### config.mk
export PLATFORM = sky130hd
export DESIGN_NAME = weld_sequence_option_logic
export DESIGN_NICKNAME = d
export VERILOG_FILES = /design/src/weld_seq_pkg.sv /design/src/weld_sequence_option_logic.sv
export SDC_FILE = /design/constraint.sdc
export NUM_CORES = 1
export LEC_CHECK = 0
export BUFFER_PORTS_ARGS = -buffer_cell sky130_fd_sc_hd__buf_2
export CORE_ASPECT_RATIO = 2
export CORE_MARGIN = 10
export CORE_UTILIZATION = 40
export CTS_BUF_LIST = sky130_fd_sc_hd__clkbuf_2
export DETAILED_ROUTE_END_ITERATION = 7
export PLACE_DENSITY_LB_ADDON = 0.15
export REMOVE_ABC_BUFFERS = 1
export SYNTH_ARGS = -nofsm -noshare
export SYNTH_HDL_FRONTEND = slang
export SYNTH_SLANG_ARGS = --single-unit
### constraint.sdc
create_clock -name pclk -period 6.6 [get_ports pclk]
set_input_delay 0 -clock pclk [delete_from_list [all_inputs] [get_ports pclk]]
set_output_delay 0 -clock pclk [all_outputs]
set_load 0.005 [all_outputs]
### src/weld_seq_pkg.sv
package weld_seq_pkg;
   // Register byte offsets
   localparam logic [7:0] OFS_CTRL    = 8'h00;
   localparam logic [7:0] OFS_SETUP   = 8'h04;
   localparam logic [7:0] OFS_TIMES0  = 8'h08;
   localparam logic [7:0] OFS_TIMES1  = 8'h0C;
   localparam logic [7:0] OFS_STATUS  = 8'h10;
   localparam logic [7:0] OFS_PF_READ = 8'h14;
   localparam logic [7:0] OFS_CURRENT = 8'h18;
   // Field positions of SETUP
   localparam int SETUP_INIT_POS  = 0;
   localparam int SETUP_PHDLY_POS = 8;
   localparam int SETUP_PF_POS    = 16;
   localparam int SETUP_PO_POS    = 24;
   // Field positions of CTRL
   localparam int CTRL_TR_POS     = 0;
   localparam int CTRL_CC_POS     = 8;
   localparam int CTRL_CMODE_POS  = 16;
   localparam int CTRL_REPEAT_POS = 24;
   // Reset values
   localparam logic [31:0] RST_SETUP  = 32'h0000_0100;
   localparam logic [31:0] RST_CTRL   = 32'h0000_000A;
   localparam logic [31:0] RST_TIMES  = 32'h0000_0000;
   // Codes
   localparam logic [7:0] INIT_NONBEAT   = 8'h00;
   localparam logic [7:0] INIT_WELD_STOP = 8'h04;
   localparam logic [7:0] INIT_CMODE5    = 8'h05;
   localparam logic [7:0] INIT_STEPPER   = 8'h06;
   localparam logic [7:0] PHDLY_OFF      = 8'h00;
   localparam logic [7:0] PHDLY_ON       = 8'h01;
   localparam logic [7:0] PF_AUTO        = 8'h00;
   localparam logic [7:0] PO_VALVE3_OFF  = 8'h07;
   localparam logic [7:0] TR_MIN         = 8'd10;
   localparam logic [7:0] TR_MAX         = 8'd255;
   localparam logic [7:0] CMODE_05       = 8'h05;
   // Mains line cycles are 60 per second
   localparam int LINE_HZ        = 60;
   localparam int PCLK_HZ        = 40_000_000;
   localparam int LINE_CYC_CLKS  = PCLK_HZ / LINE_HZ;

   typedef enum logic [5:0] {
      ST_IDLE    = 6'b000001,
      ST_PRESQZ  = 6'b000010,
      ST_SQUEEZE = 6'b000100,
      ST_WELD    = 6'b001000,
      ST_HOLD    = 6'b010000,
      ST_OFF     = 6'b100000
   } phase_e;

   typedef struct packed {
      logic [31:0] paddr;
      logic        psel;
      logic        penable;
      logic        pwrite;
      logic [31:0] pwdata;
   } apb_req_s;

   typedef struct packed {
      logic [31:0] prdata;
      logic        pready;
      logic        pslverr;
   } apb_rsp_s;

   typedef struct packed {
      logic        valve_on;
      logic        valve3;
      logic        retract;
      logic        weld_fire;
      logic        phase_delay_en;
      logic        display_dim;
      logic        stepper_reset;
      logic        compensate;
      logic        monitor;
      logic [2:0]  range_sel;
   } weld_out_s;
endpackage

### src/weld_sequence_option_logic.sv
// The implementer's own choices: the register addresses and the APB slave port.
`timescale 1ns/10ps
module weld_sequence_option_logic (
   // Clock and reset
   input  wire logic                       pclk,
   input  wire logic                       presetn,
   // APB slave
   input  wire weld_seq_pkg::apb_req_s     apb_req,
   output weld_seq_pkg::apb_rsp_s          apb_rsp,
   // Pins
   input  wire logic                       pilot_switch_input,
   input  wire logic                       weld_inhibit_input,
   input  wire logic                       estop_terminal,
   // Measurements
   input  wire logic [15:0]                primary_current,
   input  wire logic [7:0]                 pf_measured,
   // Outputs
   output weld_seq_pkg::weld_out_s         weld_out
);
   import weld_seq_pkg::*;

   typedef struct packed {
      apb_rsp_s    rsp;
      weld_out_s   out;
      logic [31:0] setup;
      logic [31:0] ctrl;
      logic [31:0] times0;
      logic [31:0] times1;
      logic [7:0]  pf_last;
      logic [23:0] sec_current;
      phase_e      phase;
      logic [7:0]  cnt;
      logic [7:0]  blk_cnt;
      logic        blk_run;
      logic        first_sqz;
      logic [19:0] tick;
      logic [1:0]  pilot_sy;
      logic [1:0]  inh_sy;
      logic [1:0]  es_sy;
      logic        es_prev;
   } state_s;

   state_s cur;
   state_s next_cur;

   // Codes 10..19 and 30..33 preset range index
   function automatic logic [2:0] range_of(input logic [7:0] code);
      range_of = 3'h0;
      if (code == 8'h10 || code == 8'h11) range_of = 3'h1;
      else if (code == 8'h12 || code == 8'h13) range_of = 3'h2;
      else if (code == 8'h14 || code == 8'h15) range_of = 3'h3;
      else if (code == 8'h16 || code == 8'h17) range_of = 3'h4;
      else if (code == 8'h18 || code == 8'h19) range_of = 3'h5;
      else if (code == 8'h30 || code == 8'h31) range_of = 3'h6;
      else if (code == 8'h32 || code == 8'h33) range_of = 3'h7;
   endfunction

   logic [7:0] init_mode;
   logic [7:0] pf_set;
   logic [7:0] phdly_set;
   logic [7:0] po_code;
   logic [7:0] cmode;
   logic [7:0] t_presqz;
   logic [7:0] t_sqz;
   logic [7:0] t_weld;
   logic [7:0] t_hold;
   logic [7:0] t_off;
   logic [7:0] t_blk;
   logic       line_tick;
   logic       pilot;
   logic       inhibit_open;
   logic       es_closed;
   logic       es_open_edge;
   logic       es_close_edge;
   logic       apb_access;
   logic       overlap_ok;
   logic [7:0] tr_wr;

   // Field views of the configuration registers
   assign init_mode    = cur.setup[SETUP_INIT_POS +: 8];
   assign pf_set       = cur.setup[SETUP_PF_POS +: 8];
   assign phdly_set    = cur.setup[SETUP_PHDLY_POS +: 8];
   assign po_code      = cur.setup[SETUP_PO_POS +: 8];
   assign cmode        = cur.ctrl[CTRL_CMODE_POS +: 8];
   assign t_presqz     = cur.times0[7:0];
   assign t_sqz        = cur.times0[15:8];
   assign t_weld       = cur.times0[23:16];
   assign t_hold       = cur.times0[31:24];
   assign t_off        = cur.times1[7:0];
   assign t_blk        = cur.times1[15:8];
   // Line ticks come from a fixed divider of pclk; mains frequency drift
   // is not tracked, so long intervals may slip by a fraction of a cycle
   assign line_tick    = (cur.tick == 20'(LINE_CYC_CLKS - 1));
   assign pilot        = cur.pilot_sy[1];
   assign inhibit_open = cur.inh_sy[1];
   assign es_closed    = cur.es_sy[1];
   assign es_open_edge = cur.es_prev & ~es_closed;
   assign es_close_edge = ~cur.es_prev & es_closed;
   assign apb_access   = apb_req.psel & apb_req.penable;
   // Blocking overlap only for sequences ending in cycle modes 00, 01, 03
   assign overlap_ok   = (cmode == 8'h00) || (cmode == 8'h01) || (cmode == 8'h03);
   // Clamp a written turns ratio into its legal span
   assign tr_wr = (apb_req.pwdata[7:0] < TR_MIN) ? TR_MIN : apb_req.pwdata[7:0];

   // Next-state logic for the whole block
   always_comb begin
      next_cur = cur;
      next_cur.pilot_sy = {cur.pilot_sy[0], pilot_switch_input};
      next_cur.inh_sy   = {cur.inh_sy[0], weld_inhibit_input};
      next_cur.es_sy    = {cur.es_sy[0], estop_terminal};
      next_cur.es_prev  = es_closed;
      next_cur.tick     = line_tick ? 20'h0 : cur.tick + 20'h1;
      next_cur.rsp.pready  = 1'b0;
      next_cur.rsp.pslverr = 1'b0;
      next_cur.out.stepper_reset = 1'b0;

      // APB: one wait state, answer in the cycle after the access begins
      if (apb_access && !cur.rsp.pready) begin
         next_cur.rsp.pready = 1'b1;
         next_cur.rsp.prdata = 32'h0;
         if (apb_req.pwrite) begin
            if (apb_req.paddr[7:0] == OFS_CTRL) begin
               next_cur.ctrl = {apb_req.pwdata[31:8], tr_wr};
               // Cycle mode 05 is programmable only with init mode 05
               if (apb_req.pwdata[CTRL_CMODE_POS +: 8] == CMODE_05 && init_mode != INIT_CMODE5)
                  next_cur.ctrl[CTRL_CMODE_POS +: 8] = cur.ctrl[CTRL_CMODE_POS +: 8];
            end else if (apb_req.paddr[7:0] == OFS_SETUP) begin
               next_cur.setup = apb_req.pwdata;
               if (apb_req.pwdata[SETUP_PHDLY_POS +: 8] > PHDLY_ON)
                  next_cur.setup[SETUP_PHDLY_POS +: 8] = cur.setup[SETUP_PHDLY_POS +: 8];
            end else if (apb_req.paddr[7:0] == OFS_TIMES0) begin
               next_cur.times0 = apb_req.pwdata;
            end else if (apb_req.paddr[7:0] == OFS_TIMES1) begin
               next_cur.times1 = {16'h0, apb_req.pwdata[15:0]};
            end else if (apb_req.paddr[7:0] > OFS_CURRENT) begin
               next_cur.rsp.pslverr = 1'b1;
            end
         end else begin
            if (apb_req.paddr[7:0] == OFS_CTRL) next_cur.rsp.prdata = cur.ctrl;
            else if (apb_req.paddr[7:0] == OFS_SETUP) next_cur.rsp.prdata = cur.setup;
            else if (apb_req.paddr[7:0] == OFS_TIMES0) next_cur.rsp.prdata = cur.times0;
            else if (apb_req.paddr[7:0] == OFS_TIMES1) next_cur.rsp.prdata = cur.times1;
            else if (apb_req.paddr[7:0] == OFS_STATUS) next_cur.rsp.prdata = {26'h0, cur.phase};
            else if (apb_req.paddr[7:0] == OFS_PF_READ) next_cur.rsp.prdata = {24'h0, cur.pf_last};
            else if (apb_req.paddr[7:0] == OFS_CURRENT) next_cur.rsp.prdata = {8'h0, cur.sec_current};
            else next_cur.rsp.pslverr = 1'b1;
         end
      end

      // Secondary current from primary sensing uses the turns ratio
      if (range_of(cur.ctrl[CTRL_CC_POS +: 8]) inside {3'h1, 3'h2, 3'h3, 3'h4, 3'h5})
         next_cur.sec_current = {8'h0, primary_current} * {16'h0, cur.ctrl[CTRL_TR_POS +: 8]};
      else
         next_cur.sec_current = {8'h0, primary_current};

      // Current mode decode; even codes with a range correct, odd codes only measure
      next_cur.out.range_sel  = range_of(cur.ctrl[CTRL_CC_POS +: 8]);
      next_cur.out.monitor    = (next_cur.out.range_sel != 3'h0);
      next_cur.out.compensate = next_cur.out.monitor & ~cur.ctrl[CTRL_CC_POS];
      // Automatic mode ignores the phase-delay setting and keeps it on
      next_cur.out.phase_delay_en = (pf_set == PF_AUTO) ? 1'b1 :
                                    (cur.setup[SETUP_PHDLY_POS +: 8] == PHDLY_ON);

      // Estop closure in mode 06 is a stepper reset command
      if (init_mode == INIT_STEPPER && es_close_edge)
         next_cur.out.stepper_reset = 1'b1;
      // Sequence engine, counted in line cycles
      case (cur.phase)
         ST_IDLE: begin
            if (pilot && es_closed) begin
               next_cur.out.valve3 = 1'b0;
               next_cur.first_sqz  = 1'b0;
               next_cur.cnt        = t_presqz;
               next_cur.phase      = (t_presqz != 8'h0) ? ST_PRESQZ : ST_SQUEEZE;
               if (t_presqz == 8'h0) next_cur.cnt = t_sqz;
            end
         end
         ST_PRESQZ: begin
            if (line_tick) next_cur.cnt = cur.cnt - 8'h1;
            if (line_tick && cur.cnt == 8'h1) begin
               next_cur.phase = ST_SQUEEZE;
               next_cur.cnt   = t_sqz;
            end
         end
         ST_SQUEEZE: begin
            if (line_tick) next_cur.cnt = cur.cnt - 8'h1;
            if (cur.cnt == 8'h0 || (line_tick && cur.cnt == 8'h1)) begin
               next_cur.phase = ST_WELD;
               next_cur.cnt   = t_weld;
            end
         end
         ST_WELD: begin
            if (line_tick) next_cur.cnt = cur.cnt - 8'h1;
            // Mode 04 cuts WELD short on an open inhibit input
            if ((init_mode == INIT_WELD_STOP && inhibit_open) || cur.cnt == 8'h0 ||
                (line_tick && cur.cnt == 8'h1)) begin
               next_cur.phase   = ST_HOLD;
               next_cur.cnt     = t_hold;
               next_cur.pf_last = pf_measured;
            end
         end
         ST_HOLD: begin
            if (line_tick) next_cur.cnt = cur.cnt - 8'h1;
            if (cur.cnt == 8'h0 || (line_tick && cur.cnt == 8'h1)) begin
               next_cur.phase   = ST_OFF;
               next_cur.blk_run = overlap_ok && (t_blk != 8'h0);
               next_cur.blk_cnt = t_blk;
               next_cur.out.retract = overlap_ok && (t_blk != 8'h0);
               // Overlap: OFF no longer than blocking is skipped, else shortened
               if (overlap_ok && t_off <= t_blk) next_cur.cnt = 8'h0;
               else if (overlap_ok) next_cur.cnt = t_off - t_blk;
               else next_cur.cnt = t_off;
            end
         end
         ST_OFF: begin
            if (cur.blk_run) begin
               if (line_tick) next_cur.blk_cnt = cur.blk_cnt - 8'h1;
               if (line_tick && cur.blk_cnt == 8'h1) begin
                  next_cur.blk_run = 1'b0;
                  next_cur.out.retract = 1'b0;
                  if (po_code == PO_VALVE3_OFF) next_cur.out.valve3 = 1'b1;
               end
            end else begin
               if (line_tick && cur.cnt != 8'h0) next_cur.cnt = cur.cnt - 8'h1;
               if (cur.cnt == 8'h0 || (line_tick && cur.cnt == 8'h1)) begin
                  // Repeat restarts at SQUEEZE, never at pre-squeeze
                  if (cur.ctrl[CTRL_REPEAT_POS] && pilot) begin
                     next_cur.phase = ST_SQUEEZE;
                     next_cur.cnt   = t_sqz;
                  end else begin
                     next_cur.phase = ST_IDLE;
                  end
               end
            end
         end
         default: next_cur.phase = ST_IDLE;
      endcase

      // Estop opening drops the retraction output; placed after the case so a
      // HOLD-to-OFF step in the same clock cannot switch it back on
      if (es_open_edge)
         next_cur.out.retract = 1'b0;

      // Only an open estop aborts a running sequence, in any init mode but 06
      if (!es_closed && init_mode != INIT_STEPPER) begin
         next_cur.phase   = ST_IDLE;
         next_cur.blk_run = 1'b0;
      end

      next_cur.out.valve_on    = (next_cur.phase != ST_IDLE);
      next_cur.out.weld_fire   = (next_cur.phase == ST_WELD);
      next_cur.out.display_dim = (next_cur.phase == ST_PRESQZ);
   end

   // Whole state registered at once
   always_ff @(posedge pclk or negedge presetn) begin
      if (!presetn) begin
         cur        <= '0;
         cur.setup  <= RST_SETUP;
         cur.ctrl   <= RST_CTRL;
         cur.times0 <= RST_TIMES;
         cur.times1 <= RST_TIMES;
         cur.phase  <= ST_IDLE;
         cur.out.phase_delay_en <= 1'b1;
      end else begin
         cur <= next_cur;
      end
   end

   assign apb_rsp  = cur.rsp;
   assign weld_out = cur.out;

   // Inhibit opening in WELD under mode 04 leaves WELD within one clock
   AST_WELD_CUT: assert property (@(posedge pclk) disable iff (!presetn)
      (cur.phase == ST_WELD && init_mode == INIT_WELD_STOP && inhibit_open && es_closed)
      |=> cur.phase == ST_HOLD) else $error("weld not cut short");

   // A closure in mode 06 gives a stepper reset pulse of one clock
   AST_STEPPER: assert property (@(posedge pclk) disable iff (!presetn)
      (init_mode == INIT_STEPPER && es_close_edge) |=> weld_out.stepper_reset)
      else $error("stepper reset missing");

   AST_STEP_ONE: assert property (@(posedge pclk) disable iff (!presetn)
      weld_out.stepper_reset |=> !weld_out.stepper_reset) else $error("stepper reset too long");

   // Automatic factor keeps the phase delay on; manual mode follows the setting
   AST_PHDLY_AUTO: assert property (@(posedge pclk) disable iff (!presetn)
      ##1 ($past(pf_set) == PF_AUTO) |-> weld_out.phase_delay_en)
      else $error("phase delay off in auto mode");

   AST_PHDLY_MANUAL: assert property (@(posedge pclk) disable iff (!presetn)
      ##1 ($past(pf_set) != PF_AUTO) |-> weld_out.phase_delay_en == ($past(phdly_set) == PHDLY_ON))
      else $error("phase delay ignores manual setting");

   // The factor read back is the one seen as WELD ends
   AST_PF_LATCH: assert property (@(posedge pclk) disable iff (!presetn)
      (cur.phase == ST_WELD && next_cur.phase == ST_HOLD) |=> cur.pf_last == $past(pf_measured))
      else $error("power factor not captured");

   // Output flags track the phase register one for one
   AST_VALVE_ON: assert property (@(posedge pclk) disable iff (!presetn)
      weld_out.valve_on == (cur.phase != ST_IDLE)) else $error("valves not energized in sequence");

   AST_DIM: assert property (@(posedge pclk) disable iff (!presetn)
      (cur.phase == ST_SQUEEZE) |-> !weld_out.display_dim)
      else $error("display dim in squeeze");

   AST_DIM_PRESQZ: assert property (@(posedge pclk) disable iff (!presetn)
      weld_out.display_dim == (cur.phase == ST_PRESQZ)) else $error("display not dim in presqueeze");

   AST_FIRE: assert property (@(posedge pclk) disable iff (!presetn)
      weld_out.weld_fire == (cur.phase == ST_WELD)) else $error("firing outside weld");

   // Estop opening drops retraction and aborts every mode but the stepper one
   AST_RETRACT_OFF: assert property (@(posedge pclk) disable iff (!presetn)
      es_open_edge |=> !weld_out.retract) else $error("retract not dropped");

   AST_ABORT: assert property (@(posedge pclk) disable iff (!presetn)
      (!es_closed && init_mode != INIT_STEPPER) |=> cur.phase == ST_IDLE)
      else $error("sequence not aborted");

   // Blocking overlap either skips OFF or trims it
   AST_OFF_SKIP: assert property (@(posedge pclk) disable iff (!presetn)
      (cur.phase == ST_HOLD && next_cur.phase == ST_OFF && overlap_ok && t_off <= t_blk)
      |=> cur.cnt == 8'h00) else $error("short OFF not skipped");

   AST_OFF_TRIM: assert property (@(posedge pclk) disable iff (!presetn)
      (cur.phase == ST_HOLD && next_cur.phase == ST_OFF && overlap_ok && t_off > t_blk)
      |=> cur.cnt == $past(t_off) - $past(t_blk)) else $error("OFF not trimmed by blocking");

   // Valve 3 drops at each new initiation
   AST_VALVE3_INIT: assert property (@(posedge pclk) disable iff (!presetn)
      (cur.phase == ST_IDLE && next_cur.phase != ST_IDLE) |=> !weld_out.valve3)
      else $error("valve 3 held into new sequence");

   AST_TR_RANGE: assert property (@(posedge pclk) disable iff (!presetn)
      cur.ctrl[CTRL_TR_POS +: 8] >= TR_MIN) else $error("turns ratio below range");

   AST_REPEAT: assert property (@(posedge pclk) disable iff (!presetn)
      (cur.phase == ST_OFF) |=> cur.phase != ST_PRESQZ) else $error("presqueeze on repeat");

   // Current mode decode: code 00 leaves sensing and correction off
   AST_CC_OFF: assert property (@(posedge pclk) disable iff (!presetn)
      (cur.ctrl[CTRL_CC_POS +: 8] == 8'h00) |=> (weld_out.range_sel == 3'h0 && !weld_out.monitor))
      else $error("current mode active at code 00");

   AST_COMP_ODD: assert property (@(posedge pclk) disable iff (!presetn)
      weld_out.compensate |-> weld_out.monitor) else $error("compensate without measure");
endmodule

* Word level (Yosys, flattened, before mapping) *
Cells that the tools add are included.

storage, ports and cells
  bits in registers = 240
  bits in latches = 0
  bits in writable memories = 0
  bits in read-only memories = 0
  output and inout port bits = 46
  logic and storage cells = 226
  memories kept = 0

cells by class
  add/sub/neg operators = 4
  $mul = 1
  divide/modulo/power cells = 0
  $lt $le $gt $ge = 4
  equality and inequality tests = 57
  shifts and indexed selects = 0
  muxes and demuxes = 65
  bitwise logic cells = 12
  reductions and logical operators = 53

operator list
  operator                 count
  $mux W32                 4
  $mux W24                 5
  $eq A8 B5 Y1 const B     13
  $mux W14                 6
  $mux W8                  8
  $pmux W8 S6              1
  $eq A8 B3 Y1 const B     5
  $logic_not A8 Y1         5
  $pmux W6 S6              1
  $eq A8 B1 Y1 const B     4
  $eq A8 B6 Y1 const B     4
  $mux W3                  9
  $mul A16 B8 Y24          1
  $reduce_bool A8 Y1       3
  $mux W23                 1
  $mux W1                  21
  $add A20 B1 Y20 const B  1
  $eq A20 B20 Y1 const B   1
  $mux W20                 1
  $pmux W9 S2              1
  $eq A8 B4 Y1 const B     2
  $ne A8 B3 Y1 const B     2
  $reduce_and A4 Y1        4
  $sub A8 B1 Y8 const B    2
  35 further kinds         91

* Logic depth before layout (Yosys ltp) *
  depth in word-level cells = 12
  gate-level depth with buffers = 18
  mapped depth without buffers = 17

* Worst setup path before layout *
Ideal clock, no wire load.

  path kind = register to register
  start = register cur[150] in the netlist's numbering
  end = register cur[71] in the netlist's numbering
  setup time = 0.122 ns
  arrival = 4.643 ns
  data required time = 6.478 ns
  path slack = 1.835 ns
  stages on the path, launching flop included = 18
  cell sequence = dfstp_2 -> clkbuf_1 -> and2_1 -> fa_1 -> fa_1 -> fa_1 -> inv_1 -> fa_1 -> inv_1 -> ha_1 -> clkbuf_1 -> a21oi_1 -> nand2_1 -> a221oi_1 -> o21ai_0 -> o41ai_2 -> mux2i_1 -> nand2_1

RTL lines
  element                   line                               source
  start: declaration        weld_sequence_option_logic.sv:43   state_s cur;
  start signal: assignment  weld_sequence_option_logic.sv:266  cur <= next_cur;

==> impl_metrics.ini <==
[status]
status = completed

[power_and_ir_drop]
peakVddDrop_uv = 87.5
seqPwrFrac_pct = 50.6
netSwitchingFraction_pct = 31.4
clockPowerShare_pct = 33.8
p_leak_nw = 9.10
powerDensity_nw_per_um2 = 161
p_int_mw = 2.10
p_sw_mw = 0.958
p_comb_share_pct = 15.7

[placement]
hpwlAfterDp_um = 39700
globalplace.congestion = 0.955
dp_cells = 2214
portBuffers = 117

[floorplan]
die_w_um = 162
fp.dieH_um = 305
core_area_um2 = 40200
ios = 142
die-area_um2 = 49500
initial_core_util_pct = 40.3
row_count = 104

[clock_network]
cts_tree = built
path_clk_slew_ns = 0.11
htreeDepth = 2
insertion_delay_ns = 0.91
cts_buffer_depth = 3
post_cts_buffers = 0
cts_resized = 0
cts_hold_buffers = 142
numClockSinks = 240
numCtsBuffers = 55
cts_root_buf = clkbuf_2

[sta]
tns_ns = 0
holdWs_ns = 0.0511
rsz0062_at_grt = no
worst_clock_skew_ns = 0.111
fin_crit_sh_pct = 83.2
worst_slew_pin_slew_ns = 1.22
slew_headroom_pct = 18.3
fmax_ghz = 0.182
setup_violations = 0
slew_viol_final = 0
hold_violations = 0
period_minus_slack_ns = 5.49

[global_route]
gr-usage-all-layers_pct = 21.5
grtUsageMet1_pct = 20.5
grt_start_max_net_pins = 144
gr-usage-met3_pct = 2.16
antenna_found_initial = 2
overflow = 0
first_global_vias = 14940
met2_usage_pct = 42.3
busiest_layer = met2
grt_first_pass_wirelength_um = 83500

[worst_hold_path]
hold_path_depth = 3
min_from = apb_req[8]
hp-class = in -> reg

[layout]
seqCellArea_um2 = 6010
drive_gt1_share_pct = 17.6
finalNonFillerCells = 2462
synthToLayoutAreaGrowth_pct = 16.9
multi_input_area_um2 = 9110
fill_cells = 3900
final_nets = 2123

[setup_path]
r2r_start = cur[149]
max_stage_delay_ns = 0.80
crit_path_start = cur[149]
crit_slowest_cell = dfrtp_1
ff2ff_path_depth = 16
start_kind = register
endpoint_kind = register
required_ns = 7.36
critPathMostFrequentCell = fa_1
crit_fanout = 17
cp_cell_sequence = nand2_1 > fa_1 > fa_1 > inv_1 > fa_1 > inv_1 > fa_1 > inv_1 > ha_1 > nor3_1 > nor3_1 > a221oi_1 > o21ai_0 > o41ai_2 > mux2i_1 > nand2_1
path_class = reg -> reg
cp.arrival_ns = 6.26

[logic_synthesis]
synth-edff-count = 0
async_reset_ff_share_pct = 100
yosysSeqAreaShare_pct = 37.1
synthesis.area_um2 = 16200
synth.yosys.warnings = 0
synth_largest_area_cell = dfrtp_1
synth.cells.most_frequent = dfrtp_1 (235), nand2_1 (168), inv_1 (131)
synth.most_common_cell = dfrtp_1
syn_avg_cell_area_um2 = 9.71
synth_cell_types = 75
netlist_instances = 1671
ys_seq_elements = 240
synth_area_leaders = dfrtp_1 (36%), fa_1 (10%), mux2_2 (7.1%)
synth_top_area_share_pct = 36.2
ys.flop_type = dfrtp_1

[run]
maxCapViolCount = 0

[route]
drt-pass1-iter-count = 8
drc = 0
dr.first_iter.drc_count = 673
num_vias = 13551
vias_per_cell = 5.50
wl_per_cell_um = 21.6
ant_nets = 0
finalWirelength_um = 53100
flip-flops by register name, summed over array words and instances, names as in the netlist:
signal    flops
cmode         8
weld_out     12
apb_rsp      34
cur         186
routing by layer:
layer,vias up,wire length [um]
met2,375,30200
met1,6790,17900
met3,153,1730
li1,6233,-
met4,0,3280
met5,-,0
layout make-up:
class                   instances  area share [%]
diodes                          2          0.0264
flip-flops and latches        240            31.7
well taps                     530            3.50
multi-input cells            1184            48.1
inverters                     131            2.59
clock inverters                29           0.858
clock buffers                  75            1.98
repair buffers                271            11.3
critical path, delay by kind of cell, from the launching register on:
kind / cells / cell delay, ns
adder cells (fa/ha/maj): 5 / 2.40
multiplexers: 1 / 0.24
flip-flops: 1 / 0.80
AO/OA/AOI/OAI: 3 / 1.21
buffers and inverters: 3 / 0.15
AND/OR/NAND/NOR: 4 / 0.56
logic make-up after synthesis:
family / count (synthesis) / share of synthesized area [%]
adder cells (fa/ha/maj): 144 / 15.0
buffers and inverters: 247 / 6.93
flip-flops: 240 / 37.1
AND/OR/NAND/NOR: 546 / 17.5
multiplexers: 113 / 7.77
XOR/XNOR: 39 / 2.11
AO/OA/AOI/OAI: 342 / 13.6
placed cells by master (no fill, tap or decap), types with 9 or more instances in the layout:
| cell type | Yosys | routed |
|---|---|---|
| dfrtp_1 | 235 | 235 |
| and3_1 | 13 | 13 |
| fa_1 | 85 | 85 |
| a22oi_1 | 17 | 17 |
| nand4_1 | 12 | 12 |
| a221oi_1 | 28 | 28 |
| nor4_1 | 19 | 19 |
| clkbuf_2 | 1 | 75 |
| nor2_1 | 83 | 82 |
| o22ai_1 | 14 | 14 |
| clkinv_1 | 0 | 25 |
| buf_2 | 15 | 116 |
| nand3_1 | 27 | 27 |
| o21ai_0 | 109 | 109 |
| buf_4 | 47 | 11 |
| a211oi_1 | 12 | 12 |
| mux2i_1 | 10 | 10 |
| dlygate4sd3_1 | 0 | 141 |
| and2_1 | 110 | 110 |
| ha_1 | 59 | 59 |
| xor2_1 | 20 | 20 |
| nand2b_1 | 9 | 9 |
| a21oi_1 | 69 | 69 |
| inv_1 | 131 | 131 |
| nand2_1 | 168 | 168 |
| mux2_2 | 103 | 103 |
| o211ai_1 | 10 | 10 |
| nor3_1 | 28 | 26 |
| nor2b_1 | 19 | 18 |
| a31oi_1 | 15 | 15 |
| xnor2_1 | 19 | 19 |
path summary, 6_finish.rpt:
| kind | to | slack (ns) |
|---|---|---|
| min in group asynchronous | cur[148] | 0.20 |
| max in group asynchronous | weld_out[1] | 5.46 |
| min | cur[123] | 0.05 |
| max reg2reg | cur[71] | 1.11 |
| min reg2reg | cur[4] | 0.36 |
| max | cur[71] | 1.11 |
per-stage QoR:
stage          utilization (%)  power [mW]  worst slack, ns  area [um2]
4_1_cts                   47.1        3.10             1.03       19000
6_report                  47.1        3.06             1.11       19000
5_1_grt                   47.1        3.21            0.800       19000
3_3_place_gp              42.2        1.98             1.19       17000
3_5_place_dp              42.2        1.98             1.07       17000
2_1_floorplan                -        1.80             2.02       15600
power by group through the flow:
stage          clock, mW  sequential, mW  combinational, mW
3_5_place_dp           0            1.57              0.411
3_3_place_gp           0            1.57              0.404
5_1_grt             1.12            1.55              0.537
6_report            1.03            1.55              0.479
4_1_cts             1.07            1.55              0.482
2_1_floorplan          0            1.56              0.246
No activity file was read; power rests on OpenSTA's default activity.
